### src/pkg/oad_consts.svh
`ifndef OAD_CONSTS_SVH
`define OAD_CONSTS_SVH

// Sequence slots and field positions of the index postbyte
`define OAD_SLOTS       8
`define OAD_PB_LONG     5
`define OAD_PB_SIGN     4
`define OAD_PB_POST     4
`define OAD_PB_NEG      3
`define OAD_RR_EXT      2'h3
`define OAD_TRAP_LO1    8'h30
`define OAD_TRAP_HI1    8'h39
`define OAD_TRAP_LO2    8'h40
`endif

### src/pkg/oad_pkg.sv
`default_nettype none
package oad_pkg;
   // Access codes of one instruction cycle, as the sequence lists them
   typedef enum logic [3:0] {
      CY_F = 4'h0, CY_P = 4'h1, CY_O = 4'h2, CY_BR = 4'h3,
      CY_WR = 4'h4, CY_BW = 4'h5, CY_WW = 4'h6, CY_BS = 4'h7,
      CY_WS = 4'h8, CY_BU = 4'h9, CY_WU = 4'hA, CY_V = 4'hB,
      CY_T = 4'hC, CY_X = 4'hD, CY_I = 4'hE
   } oad_cyc_t;
   // Operand addressing class of the instruction
   typedef enum logic [2:0] {
      M_NONE = 3'h0, M_DIRECT = 3'h1, M_FULL = 3'h2, M_INDEXED = 3'h3,
      M_REL8 = 3'h4, M_REL9 = 3'h5, M_REL16 = 3'h6
   } oad_mode_t;
   // Bus cycle class shown to the memory system
   typedef enum logic [2:0] {
      K_FREE = 3'h0, K_PROG = 3'h1, K_READ = 3'h2, K_WRITE = 3'h3,
      K_SREAD = 3'h4, K_SWRITE = 3'h5, K_VECT = 3'h6, K_PTR = 3'h7
   } oad_kind_t;
   typedef enum logic {ST_IDLE = 1'b0, ST_RUN = 1'b1} oad_state_t;
endpackage : oad_pkg
`default_nettype wire

### src/design/oad_decode.sv
`timescale 1ns/1ps
`default_nettype none
`include "oad_consts.svh"

module oad_decode #(
   parameter int SLOTS = `OAD_SLOTS,
   parameter int IW    = $clog2(SLOTS)
) (
   input  wire logic                  core_clk_i,      // Core clock
   input  wire logic                  rst_i,           // Async reset
   input  wire logic                  start_i,         // Begin instruction
   input  wire oad_pkg::oad_mode_t    mode_i,          // Addressing class
   input  wire logic [7:0]            index_postbyte_i, // Index postbyte
   input  wire logic [7:0]            ext_hi_i,        // First ext byte
   input  wire logic [7:0]            ext_lo_i,        // Last ext byte
   input  wire logic [15:0]           reg_x_i,         // Index X
   input  wire logic [15:0]           reg_y_i,         // Index Y
   input  wire logic [15:0]           stack_pointer_i, // Stack pointer
   input  wire logic [15:0]           program_counter_i, // Next byte addr
   input  wire logic [7:0]            acc_a_i,         // Accumulator A
   input  wire logic [7:0]            acc_b_i,         // Accumulator B
   input  wire logic [15:0]           fetch_addr_i,    // Instr. start
   input  wire logic                  page2_i,         // Prefix present
   input  wire logic [2:0]            obj_bytes_i,     // Object code bytes
   input  wire logic                  cond_i,          // t/x condition
   input  wire logic                  taken_i,         // Branch taken
   input  wire logic [SLOTS*4-1:0]    seq_i,           // Access codes
   input  wire logic [IW:0]           seq_len_i,       // Code count
   input  wire logic [SLOTS-1:0]      irq_mark_i,      // Honour points
   input  wire logic [IW-1:0]         loop_beg_i,      // Loop first slot
   input  wire logic [IW-1:0]         loop_end_i,      // Loop last slot
   input  wire logic [7:0]            loop_cnt_i,      // Extra passes
   input  wire logic [15:0]           vector_addr_i,   // Vector location
   input  wire logic [7:0]            trap_num_i,      // Trap number
   input  wire logic [15:0]           bus_rdata_i,     // Read data
   output logic                       busy_o,          // Sequence active
   output logic                       bus_req_o,       // Access made
   output oad_pkg::oad_kind_t         bus_kind_o,      // Cycle class
   output logic                       bus_wide_o,      // 16-bit access
   output logic                       bus_write_o,     // Write access
   output logic [15:0]                bus_addr_o,      // Access address
   output logic [15:0]                ea_o,            // Effective addr
   output logic                       ea_valid_o,      // ea_o final
   output logic                       wb_en_o,         // Index update
   output logic [1:0]                 wb_sel_o,        // 0 X,1 Y,2 SP
   output logic [15:0]                wb_val_o,        // New index value
   output logic                       irq_ok_o,        // Honour point
   output logic                       trap_ok_o        // Valid user trap
);

   ////////////////////////////////////////////////////////////////////
   // Helpers

   // Base register chosen by a two-bit field
   function automatic logic [15:0] oad_base(input logic [1:0] rr,
      input logic [15:0] x, input logic [15:0] y,
      input logic [15:0] sp, input logic [15:0] pc);
      unique case (rr)
         2'h0: oad_base = x;
         2'h1: oad_base = y;
         2'h2: oad_base = sp;
         default: oad_base = pc;
      endcase
   endfunction : oad_base

   // Nine-bit signed offset widened to sixteen bits
   function automatic logic [15:0] oad_sx9(input logic s,
      input logic [7:0] lo);
      oad_sx9 = {{8{s}}, lo};
   endfunction : oad_sx9

   ////////////////////////////////////////////////////////////////////
   // Effective address and index write-back

   oad_pkg::oad_state_t state;
   logic        start_ok;
   logic [15:0] base_a;
   logic [15:0] base_b;
   logic [15:0] delta;
   logic [15:0] acc_d;
   logic [15:0] next_ea;
   logic        next_ind;
   logic        next_wb;
   logic [15:0] next_wbv;

   assign start_ok = start_i && (state == oad_pkg::ST_IDLE);
   assign acc_d    = {acc_a_i, acc_b_i};
   assign base_a   = oad_base(index_postbyte_i[7:6], reg_x_i, reg_y_i,
                              stack_pointer_i, program_counter_i);
   assign base_b   = oad_base(index_postbyte_i[4:3], reg_x_i, reg_y_i,
                              stack_pointer_i, program_counter_i);
   // Step of 1..8 up, or 1..8 down as a sign-extended nibble
   assign delta = index_postbyte_i[`OAD_PB_NEG] ?
                  {12'hFFF, index_postbyte_i[3:0]} :
                  {13'h0000, index_postbyte_i[2:0]} + 16'h0001;

   // All sums are 16 bits wide so they wrap without any fault
   always_comb begin
      next_ea  = 16'h0000;
      next_ind = 1'b0;
      next_wb  = 1'b0;
      next_wbv = base_a + delta;
      unique case (mode_i)
         oad_pkg::M_DIRECT: next_ea = {8'h00, ext_lo_i};
         oad_pkg::M_FULL:   next_ea = {ext_hi_i, ext_lo_i};
         oad_pkg::M_REL8:
            next_ea = program_counter_i + {{8{ext_lo_i[7]}}, ext_lo_i};
         oad_pkg::M_REL9:
            next_ea = program_counter_i +
                      oad_sx9(index_postbyte_i[`OAD_PB_SIGN], ext_lo_i);
         oad_pkg::M_REL16:
            next_ea = program_counter_i + {ext_hi_i, ext_lo_i};
         oad_pkg::M_INDEXED: begin
            if (!index_postbyte_i[`OAD_PB_LONG]) begin
               next_ea = base_a + {{11{index_postbyte_i[4]}},
                                   index_postbyte_i[4:0]};
            end else if (index_postbyte_i[7:6] != `OAD_RR_EXT) begin
               next_wb = 1'b1;
               next_ea = index_postbyte_i[`OAD_PB_POST] ? base_a
                                                         : next_wbv;
            end else begin
               unique case (index_postbyte_i[2:0])
                  3'h0, 3'h1: next_ea = base_b + oad_sx9(
                     index_postbyte_i[0], ext_lo_i);
                  3'h2: next_ea = base_b + {ext_hi_i, ext_lo_i};
                  3'h3: begin
                     next_ea  = base_b + {ext_hi_i, ext_lo_i};
                     next_ind = 1'b1;
                  end
                  3'h4: next_ea = base_b + {8'h00, acc_a_i};
                  3'h5: next_ea = base_b + {8'h00, acc_b_i};
                  3'h6: next_ea = base_b + acc_d;
                  default: begin
                     next_ea  = base_b + acc_d;
                     next_ind = 1'b1;
                  end
               endcase
            end
         end
         default: next_ea = 16'h0000;
      endcase
   end

   // User trap numbers: two windows only, gap between them refused
   assign trap_ok_o = (trap_num_i >= `OAD_TRAP_LO1) &&
                      ((trap_num_i <= `OAD_TRAP_HI1) ||
                       (trap_num_i >= `OAD_TRAP_LO2));

   ////////////////////////////////////////////////////////////////////
   // Cycle sequence

   logic [SLOTS*4-1:0] seq_q;
   logic [IW:0]        len_q;
   logic [SLOTS-1:0]   mark_q;
   logic [IW-1:0]      idx;
   logic [IW-1:0]      lbeg_q;
   logic [IW-1:0]      lend_q;
   logic [7:0]         rem;
   logic [15:0]        fptr;
   logic [15:0]        sp_q;
   logic [15:0]        vec_q;
   logic               opt_q;
   logic               cond_q;
   logic               ind_q;
   logic [SLOTS*4-1:0] next_seq;
   logic [IW:0]        next_len;
   logic               next_opt;
   logic [15:0]        eff_start;
   logic [2:0]         eff_bytes;
   logic               last;
   logic               wrap;

   // The prefix is its own one-byte instruction, so the main body
   // starts one byte later and has one byte fewer
   assign eff_start = fetch_addr_i + {15'h0000, page2_i};
   assign eff_bytes = obj_bytes_i - {2'b00, page2_i};
   assign next_opt  = eff_start[0] && eff_bytes[0];

   // Branches build their own fetch pattern; others use seq_i
   always_comb begin
      next_seq = '0;
      next_len = seq_len_i;
      unique case (mode_i)
         oad_pkg::M_REL8: begin
            next_seq[11:0] = {oad_pkg::CY_P, oad_pkg::CY_P, oad_pkg::CY_P};
            next_len = taken_i ? (IW+1)'(3) : (IW+1)'(1);
         end
         oad_pkg::M_REL16: begin
            next_seq[15:0] = taken_i ?
               {oad_pkg::CY_P, oad_pkg::CY_P, oad_pkg::CY_P, oad_pkg::CY_O} :
               {oad_pkg::CY_F, oad_pkg::CY_O, oad_pkg::CY_P, oad_pkg::CY_O};
            next_len = taken_i ? (IW+1)'(4) : (IW+1)'(3);
         end
         default: next_seq = seq_i;
      endcase
   end

   assign wrap = (idx == lend_q) && (rem != 8'h00);
   assign last = !wrap && (({1'b0, idx} + (IW+1)'(1)) >= len_q);

   // Sequencer state; a loop replays its slots, marks included
   always_ff @(posedge core_clk_i or posedge rst_i) begin
      if (rst_i) begin
         state  <= oad_pkg::ST_IDLE;
         idx    <= '0;
         rem    <= 8'h00;
         seq_q  <= '0;
         len_q  <= '0;
         mark_q <= '0;
         lbeg_q <= '0;
         lend_q <= '0;
         sp_q   <= 16'h0000;
         vec_q  <= 16'h0000;
         opt_q  <= 1'b0;
         cond_q <= 1'b0;
      end else if (start_ok) begin
         state  <= (next_len != '0) ? oad_pkg::ST_RUN : oad_pkg::ST_IDLE;
         idx    <= '0;
         rem    <= loop_cnt_i;
         seq_q  <= next_seq;
         len_q  <= next_len;
         mark_q <= (mode_i == oad_pkg::M_REL8 ||
                    mode_i == oad_pkg::M_REL16) ? '0 : irq_mark_i;
         lbeg_q <= loop_beg_i;
         lend_q <= loop_end_i;
         sp_q   <= stack_pointer_i;
         vec_q  <= vector_addr_i;
         opt_q  <= next_opt;
         cond_q <= cond_i;
      end else if (state == oad_pkg::ST_RUN) begin
         if (wrap) begin
            idx <= lbeg_q;
            rem <= rem - 8'h01;
         end else begin
            idx <= idx + IW'(1);
         end
         if (last) begin
            state <= oad_pkg::ST_IDLE;
         end
      end
   end

   ////////////////////////////////////////////////////////////////////
   // Resolve the current code into one bus cycle

   oad_pkg::oad_cyc_t  code;
   oad_pkg::oad_kind_t next_kind;
   logic               next_wide;
   logic [15:0]        next_addr;
   logic               next_fadv;

   assign code = oad_pkg::oad_cyc_t'(seq_q[idx*4 +: 4]);

   // Upper-case codes move a word, lower-case a byte, one cycle each
   always_comb begin
      next_kind = oad_pkg::K_FREE;
      next_wide = 1'b0;
      next_addr = 16'h0000;
      next_fadv = 1'b0;
      unique case (code)
         oad_pkg::CY_P, oad_pkg::CY_O: begin
            if (code == oad_pkg::CY_P || opt_q) begin
               next_kind = oad_pkg::K_PROG;
               next_wide = 1'b1;
               next_addr = {fptr[15:1], 1'b0};
               next_fadv = 1'b1;
            end
         end
         oad_pkg::CY_BR, oad_pkg::CY_WR: begin
            next_kind = oad_pkg::K_READ;
            next_wide = (code == oad_pkg::CY_WR);
            next_addr = ea_o;
         end
         oad_pkg::CY_BW, oad_pkg::CY_WW: begin
            next_kind = oad_pkg::K_WRITE;
            next_wide = (code == oad_pkg::CY_WW);
            next_addr = ea_o;
         end
         oad_pkg::CY_BS, oad_pkg::CY_WS: begin
            next_kind = oad_pkg::K_SWRITE;
            next_wide = (code == oad_pkg::CY_WS);
            next_addr = sp_q;
         end
         oad_pkg::CY_BU, oad_pkg::CY_WU: begin
            next_kind = oad_pkg::K_SREAD;
            next_wide = (code == oad_pkg::CY_WU);
            next_addr = sp_q;
         end
         oad_pkg::CY_V: begin
            next_kind = oad_pkg::K_VECT;
            next_wide = 1'b1;
            next_addr = {vec_q[15:1], 1'b0};
         end
         oad_pkg::CY_T, oad_pkg::CY_X: begin
            if (cond_q) begin
               next_kind = (code == oad_pkg::CY_T) ? oad_pkg::K_READ
                                                    : oad_pkg::K_WRITE;
               next_addr = ea_o;
            end
         end
         oad_pkg::CY_I: begin
            next_kind = oad_pkg::K_PTR;
            next_wide = 1'b1;
            next_addr = ea_o;
         end
         default: next_kind = oad_pkg::K_FREE;
      endcase
   end

   ////////////////////////////////////////////////////////////////////
   // Registered bus outputs

   // Outputs lag the slot by one edge so the bus sees flop outputs
   always_ff @(posedge core_clk_i or posedge rst_i) begin
      if (rst_i) begin
         bus_kind_o  <= oad_pkg::K_FREE;
         bus_wide_o  <= 1'b0;
         bus_addr_o  <= 16'h0000;
         irq_ok_o    <= 1'b0;
      end else if (state == oad_pkg::ST_RUN) begin
         bus_kind_o  <= next_kind;
         bus_wide_o  <= next_wide;
         bus_addr_o  <= next_addr;
         irq_ok_o    <= mark_q[idx];
      end else begin
         bus_kind_o  <= oad_pkg::K_FREE;
         bus_wide_o  <= 1'b0;
         bus_addr_o  <= 16'h0000;
         irq_ok_o    <= 1'b0;
      end
   end

   assign bus_req_o   = (bus_kind_o != oad_pkg::K_FREE);
   assign bus_write_o = (bus_kind_o == oad_pkg::K_WRITE) ||
                        (bus_kind_o == oad_pkg::K_SWRITE);
   assign busy_o      = (state == oad_pkg::ST_RUN);

   // Fetch pointer; a taken branch refetches from its target
   always_ff @(posedge core_clk_i or posedge rst_i) begin
      if (rst_i) begin
         fptr <= 16'h0000;
      end else if (start_ok) begin
         fptr <= ((mode_i == oad_pkg::M_REL8 ||
                   mode_i == oad_pkg::M_REL16) && taken_i) ?
                 next_ea : eff_start;
      end else if (state == oad_pkg::ST_RUN && next_fadv) begin
         fptr <= {fptr[15:1], 1'b0} + 16'h0002;
      end
   end

   // Effective address; an indirect form swaps in the pointer read
   always_ff @(posedge core_clk_i or posedge rst_i) begin
      if (rst_i) begin
         ea_o       <= 16'h0000;
         ea_valid_o <= 1'b0;
         ind_q      <= 1'b0;
         wb_en_o    <= 1'b0;
         wb_sel_o   <= 2'h0;
         wb_val_o   <= 16'h0000;
      end else begin
         wb_en_o <= start_ok && next_wb;
         if (start_ok) begin
            ea_o       <= next_ea;
            ea_valid_o <= !next_ind && (mode_i != oad_pkg::M_NONE);
            ind_q      <= next_ind;
            wb_sel_o   <= index_postbyte_i[7:6];
            wb_val_o   <= next_wbv;
         end else if (ind_q && bus_kind_o == oad_pkg::K_PTR) begin
            ea_o       <= bus_rdata_i;
            ea_valid_o <= 1'b1;
            ind_q      <= 1'b0;
         end
      end
   end
endmodule : oad_decode
`default_nettype wire

### config.mk
export PLATFORM = sky130hd
export DESIGN_NAME = oad_decode
export DESIGN_NICKNAME = d
export VERILOG_FILES = /design/src/pkg/oad_pkg.sv /design/src/design/oad_decode.sv
export VERILOG_INCLUDE_DIRS = /design/src /design/src/pkg
export SDC_FILE = /design/constraint.sdc
export NUM_CORES = 1
export LEC_CHECK = 0
export ABC_AREA = 0
export BUFFER_PORTS_ARGS = -buffer_cell sky130_fd_sc_hd__buf_2
export CORE_ASPECT_RATIO = 1.1
export CORE_UTILIZATION = 40
export DETAILED_ROUTE_END_ITERATION = 8
export SLEW_MARGIN = 20
export SYNTH_ARGS = -nofsm -noshare
export SYNTH_HDL_FRONTEND = slang
export SYNTH_SLANG_ARGS = --single-unit
### constraint.sdc
create_clock -name core_clk_i -period 17.1 [get_ports core_clk_i]
set_input_delay 2.565 -clock core_clk_i [delete_from_list [all_inputs] [get_ports core_clk_i]]
set_output_delay 2.565 -clock core_clk_i [all_outputs]
set_load 0.01 [all_outputs]
==> flow_metrics.py <==
metrics = {
    "run_status": {
        "outcome": "finished, final reports clean",
    },
    "floorplan": {
        "io_pins": 291,
        "core_area_um2": 31700,
        "initial_utilization_pct": 41.0,
        "fp.dieW_um": 174,
        "die_y_um": 191,
        "die_area_um2": 33300,
        "row_count": 68,
    },
    "timing": {
        "period_minus_slack_ns": 7.39,
        "hold_viol": 0,
        "finalSetupTns_ns": 0,
        "tightest_slew_ns": 0.951,
        "finalMaxSlewViolations": 0,
        "finalSetupViolations": 0,
        "setup_slack_ns": 9.71,
        "min_period_over_period_pct": 43.2,
        "fmax_mhz": 135,
        "rsz0062_at_grt": "false",
        "slew_headroom_pct": 36.6,
        "hold_slack_ns": 0.474,
        "fin_skew_ns": 0.00958,
    },
    "yosys": {
        "syn_avg_cell_area_um2": 8.79,
        "yosysMostFrequentCell": "nand2_1",
        "synthTopCellsByCount": "239 x nand2_1, 168 x dfrtp_1, 111 x o21ai_0",
        "synthTopCellsByArea": "dfrtp_1 32%, ha_1 7.2%, nand2_1 6.9%",
        "yosysSeqAreaShare_pct": 32.3,
        "yosysWarnings": 0,
        "ys_types": 77,
        "yosys.area.top_type": "dfrtp_1",
        "syn_nets": 1791,
        "ys_dominant_reg_cell": "dfrtp_1",
        "syn_area_um2": 13000,
        "synth_seq_cells": 168,
        "async_flop_share_pct": 100,
        "netlist.area_leader.share_pct": 32.3,
        "synth-edff-count": 0,
        "synth_cells": 1482,
    },
    "placed_design": {
        "portBuffers": 286,
        "place_ws_ns": 9.53,
        "dpl.hpwl_um": 35900,
        "place_inst": 2117,
        "placed_area_um2": 14800,
        "place_congestion": 0.948,
    },
    "routing": {
        "drt-initial-drc-count": 1215,
        "drt-wirelength-per-cell_um": 21.6,
        "routed_wl_um": 46400,
        "vias_per_cell": 5.94,
        "drtPass1Iterations": 7,
        "vias": 12800,
        "antenna_left": 0,
        "drc": 0,
    },
    "worst_setup_path": {
        "critPathSlowestCell": "a2111oi_1",
        "rr_startpoint": "idx[1]$_DFFE_PP0P_",
        "worstRegToRegCells": 8,
        "cp-end-kind": "flip-flop",
        "reg2reg_slack_ns": 13.40,
        "worstPathArrival_ns": 7.67,
        "critical_path.max_stage_delay_ns": 0.78,
        "path_class": "in2reg",
        "crit_family": "compound AO/OA/AOI/OAI gates",
        "path_buf_inv": 3,
        "crit_top_cell": "ha_1",
        "r2r_end": "fptr[8]$_DFFE_PP0P_",
        "cp-start-kind": "primary input",
        "path_cells": "buf_2, ha_1, ha_1, nor2_1, o21ai_1, a222oi_1, inv_1, ha_1, and3_1, a221oi_1, a221oi_1, xnor2_1, a211oi_1, a2111oi_1, buf_4, o22ai_1",
        "critPathMaxFanout": 9,
        "worstPathRequired_ns": 17.38,
        "cp.depth": 16,
    },
    "worst_hold_path": {
        "whs_endpoint": "sp_q[14]$_DFFE_PP0P_",
        "hp-class": "reg2reg",
        "hp-start": "sp_q[14]$_DFFE_PP0P_",
        "whs_path_depth": 2,
    },
    "global_routing": {
        "grt_usage_pct": 27.9,
        "grt_max_degree": 94,
        "grt_pass1_vias": 12200,
        "antenna_found_initial": 0,
        "grt_pass1_wl_um": 71000,
        "grt_overflow_total": 0,
    },
    "clock_tree": {
        "post_cts_buffers": 0,
        "cts-root-buf": "clkbuf_16",
        "hold_buffers": 0,
        "clock_path_buffers": 2,
        "cts_resized": 0,
        "clock-sinks": 168,
        "clock_latency_ns": 0.43,
        "cts_inserted_buffers": 17,
        "h-tree-depth": 4,
        "clk_pin_slew_ns": 0.06,
        "tritoncts": "yes",
    },
    "layout": {
        "regArea_um2": 4200,
        "design_area_um2": 15300,
        "antennaDiodeCount": 0,
        "nNetsFinal": 2025,
        "syn2layout_area_growth_pct": 17.8,
        "drive_above_1_share_pct": 23.2,
        "final_cells": 2147,
        "n_fill_cell": 3078,
        "multi_input_area_um2": 8350,
    },
    "pwr": {
        "p_leak_nw": 7.25,
        "vdd_drop_max_mv": 0.0709,
        "p_per_area_nw_per_um2": 141,
    },
    "job": {
        "maxCapViolations": 0,
    },
}
==> kinds of logic after synthesis <==
family          synth area share [%]
simple gates                    16.9
xor+xnor                        6.19
flops                           32.3
buf+inv                         3.75
mux                             9.95
compound gates                  23.0
fa+ha+maj                       7.90
==> worst register-to-register path: cells and delay by family, from the launching register on <==
family	cells	cell delay (ns)
AOI/OAI and AO/OA	2	0.66
DFF	1	0.81
and+or+nand+nor	3	0.72
muxes	3	1.46
==> placed cells by master (no fill, tap or decap), types with 5 or more instances in the layout <==
master / netlist / routed
mux2i_1: 31 / 31
nor2_1: 90 / 89
ha_1: 75 / 75
o21a_1: 15 / 15
a211oi_1: 23 / 23
mux2_2: 11 / 11
a21o_1: 27 / 27
o21bai_1: 5 / 5
nand2b_1: 16 / 15
and2_1: 12 / 12
a22oi_1: 6 / 6
o21ai_1: 5 / 5
and3_1: 16 / 16
nand4_1: 7 / 7
a211o_1: 6 / 6
o21ai_0: 111 / 111
a31oi_1: 16 / 16
a221oi_1: 5 / 5
o221ai_1: 5 / 5
nor2b_1: 13 / 12
nand3_1: 48 / 48
a22o_1: 42 / 42
a222oi_1: 25 / 25
mux4_2: 37 / 37
a21oi_1: 95 / 95
clkbuf_16: 0 / 17
o22ai_1: 14 / 14
buf_2: 9 / 286
o211ai_1: 16 / 16
nand2_1: 239 / 239
nor3_1: 18 / 18
or3_1: 5 / 5
o31ai_1: 5 / 5
buf_4: 2 / 16
nor4_1: 5 / 5
inv_1: 32 / 31
dfrtp_1: 168 / 168
xnor2_1: 36 / 36
xor2_1: 56 / 56
==> routing by layer <==
metal,up-vias,track usage [%],part of all wire [%]
met1,6186,38.2,44
li1,5923,-,-
met3,64,4.06,7.0
met2,579,45.1,46
met4,0,9.89,3.0
met5,-,0,0
==> power by group <==
part | internal [mW] | total, mW | leakage, nW | switching [mW]
Combinational | 0.449 | 1.08 | 4.86 | 0.628
Sequential | 0.572 | 0.703 | 2.11 | 0.131
Clock | 0.228 | 0.388 | 0.279 | 0.159
Total | 1.25 | 2.17 | 7.25 | 0.919
==> area by class of cell <==
| cell class | count | share of cell area, % |
|---|---|---|
| inverter | 34 | 0.864 |
| multi-input combinational | 1193 | 54.4 |
| clock inverter | 11 | 0.978 |
| sequential | 168 | 27.4 |
| timing repair buffer | 302 | 10.1 |
| clock buffer | 19 | 2.82 |
| tap | 420 | 3.42 |
==> metrics by stage <==
step | utilization (%) | power (mW)
global placement | 46.5 | 1.76
detailed placement | 46.5 | 1.77
floorplan | - | 1.44
CTS | 48.4 | 2.17
global route | 48.4 | 2.32
finish | 48.4 | 2.17
==> worst max path at each step <==
| stage | from | end | slack [ns] |
|---|---|---|---|
| detailed placement | index_postbyte_i[0] | ea_o[9]$_DFFE_PP0P_ | 9.53 |
| global placement | index_postbyte_i[0] | ea_o[9]$_DFFE_PP0P_ | 9.52 |
| finish | index_postbyte_i[0] | ea_o[9]$_DFFE_PP0P_ | 9.71 |
| global route | index_postbyte_i[0] | ea_o[9]$_DFFE_PP0P_ | 9.63 |
| floorplan | rst_i | bus_addr_o[0]$_DFF_PP0_ | 9.99 |
| CTS | index_postbyte_i[0] | ea_o[9]$_DFFE_PP0P_ | 9.96 |
==> state kept, by name, summed over array words and instances (netlist names), 8 cells and up <==
name,cells
bus_addr_o,16
ea_o,16
fptr,15
mark_q,8
rem,8
seq_q,32
sp_q,16
vec_q,15
wb_val_o,16
Note: power is estimated with default switching activity, not from simulation.
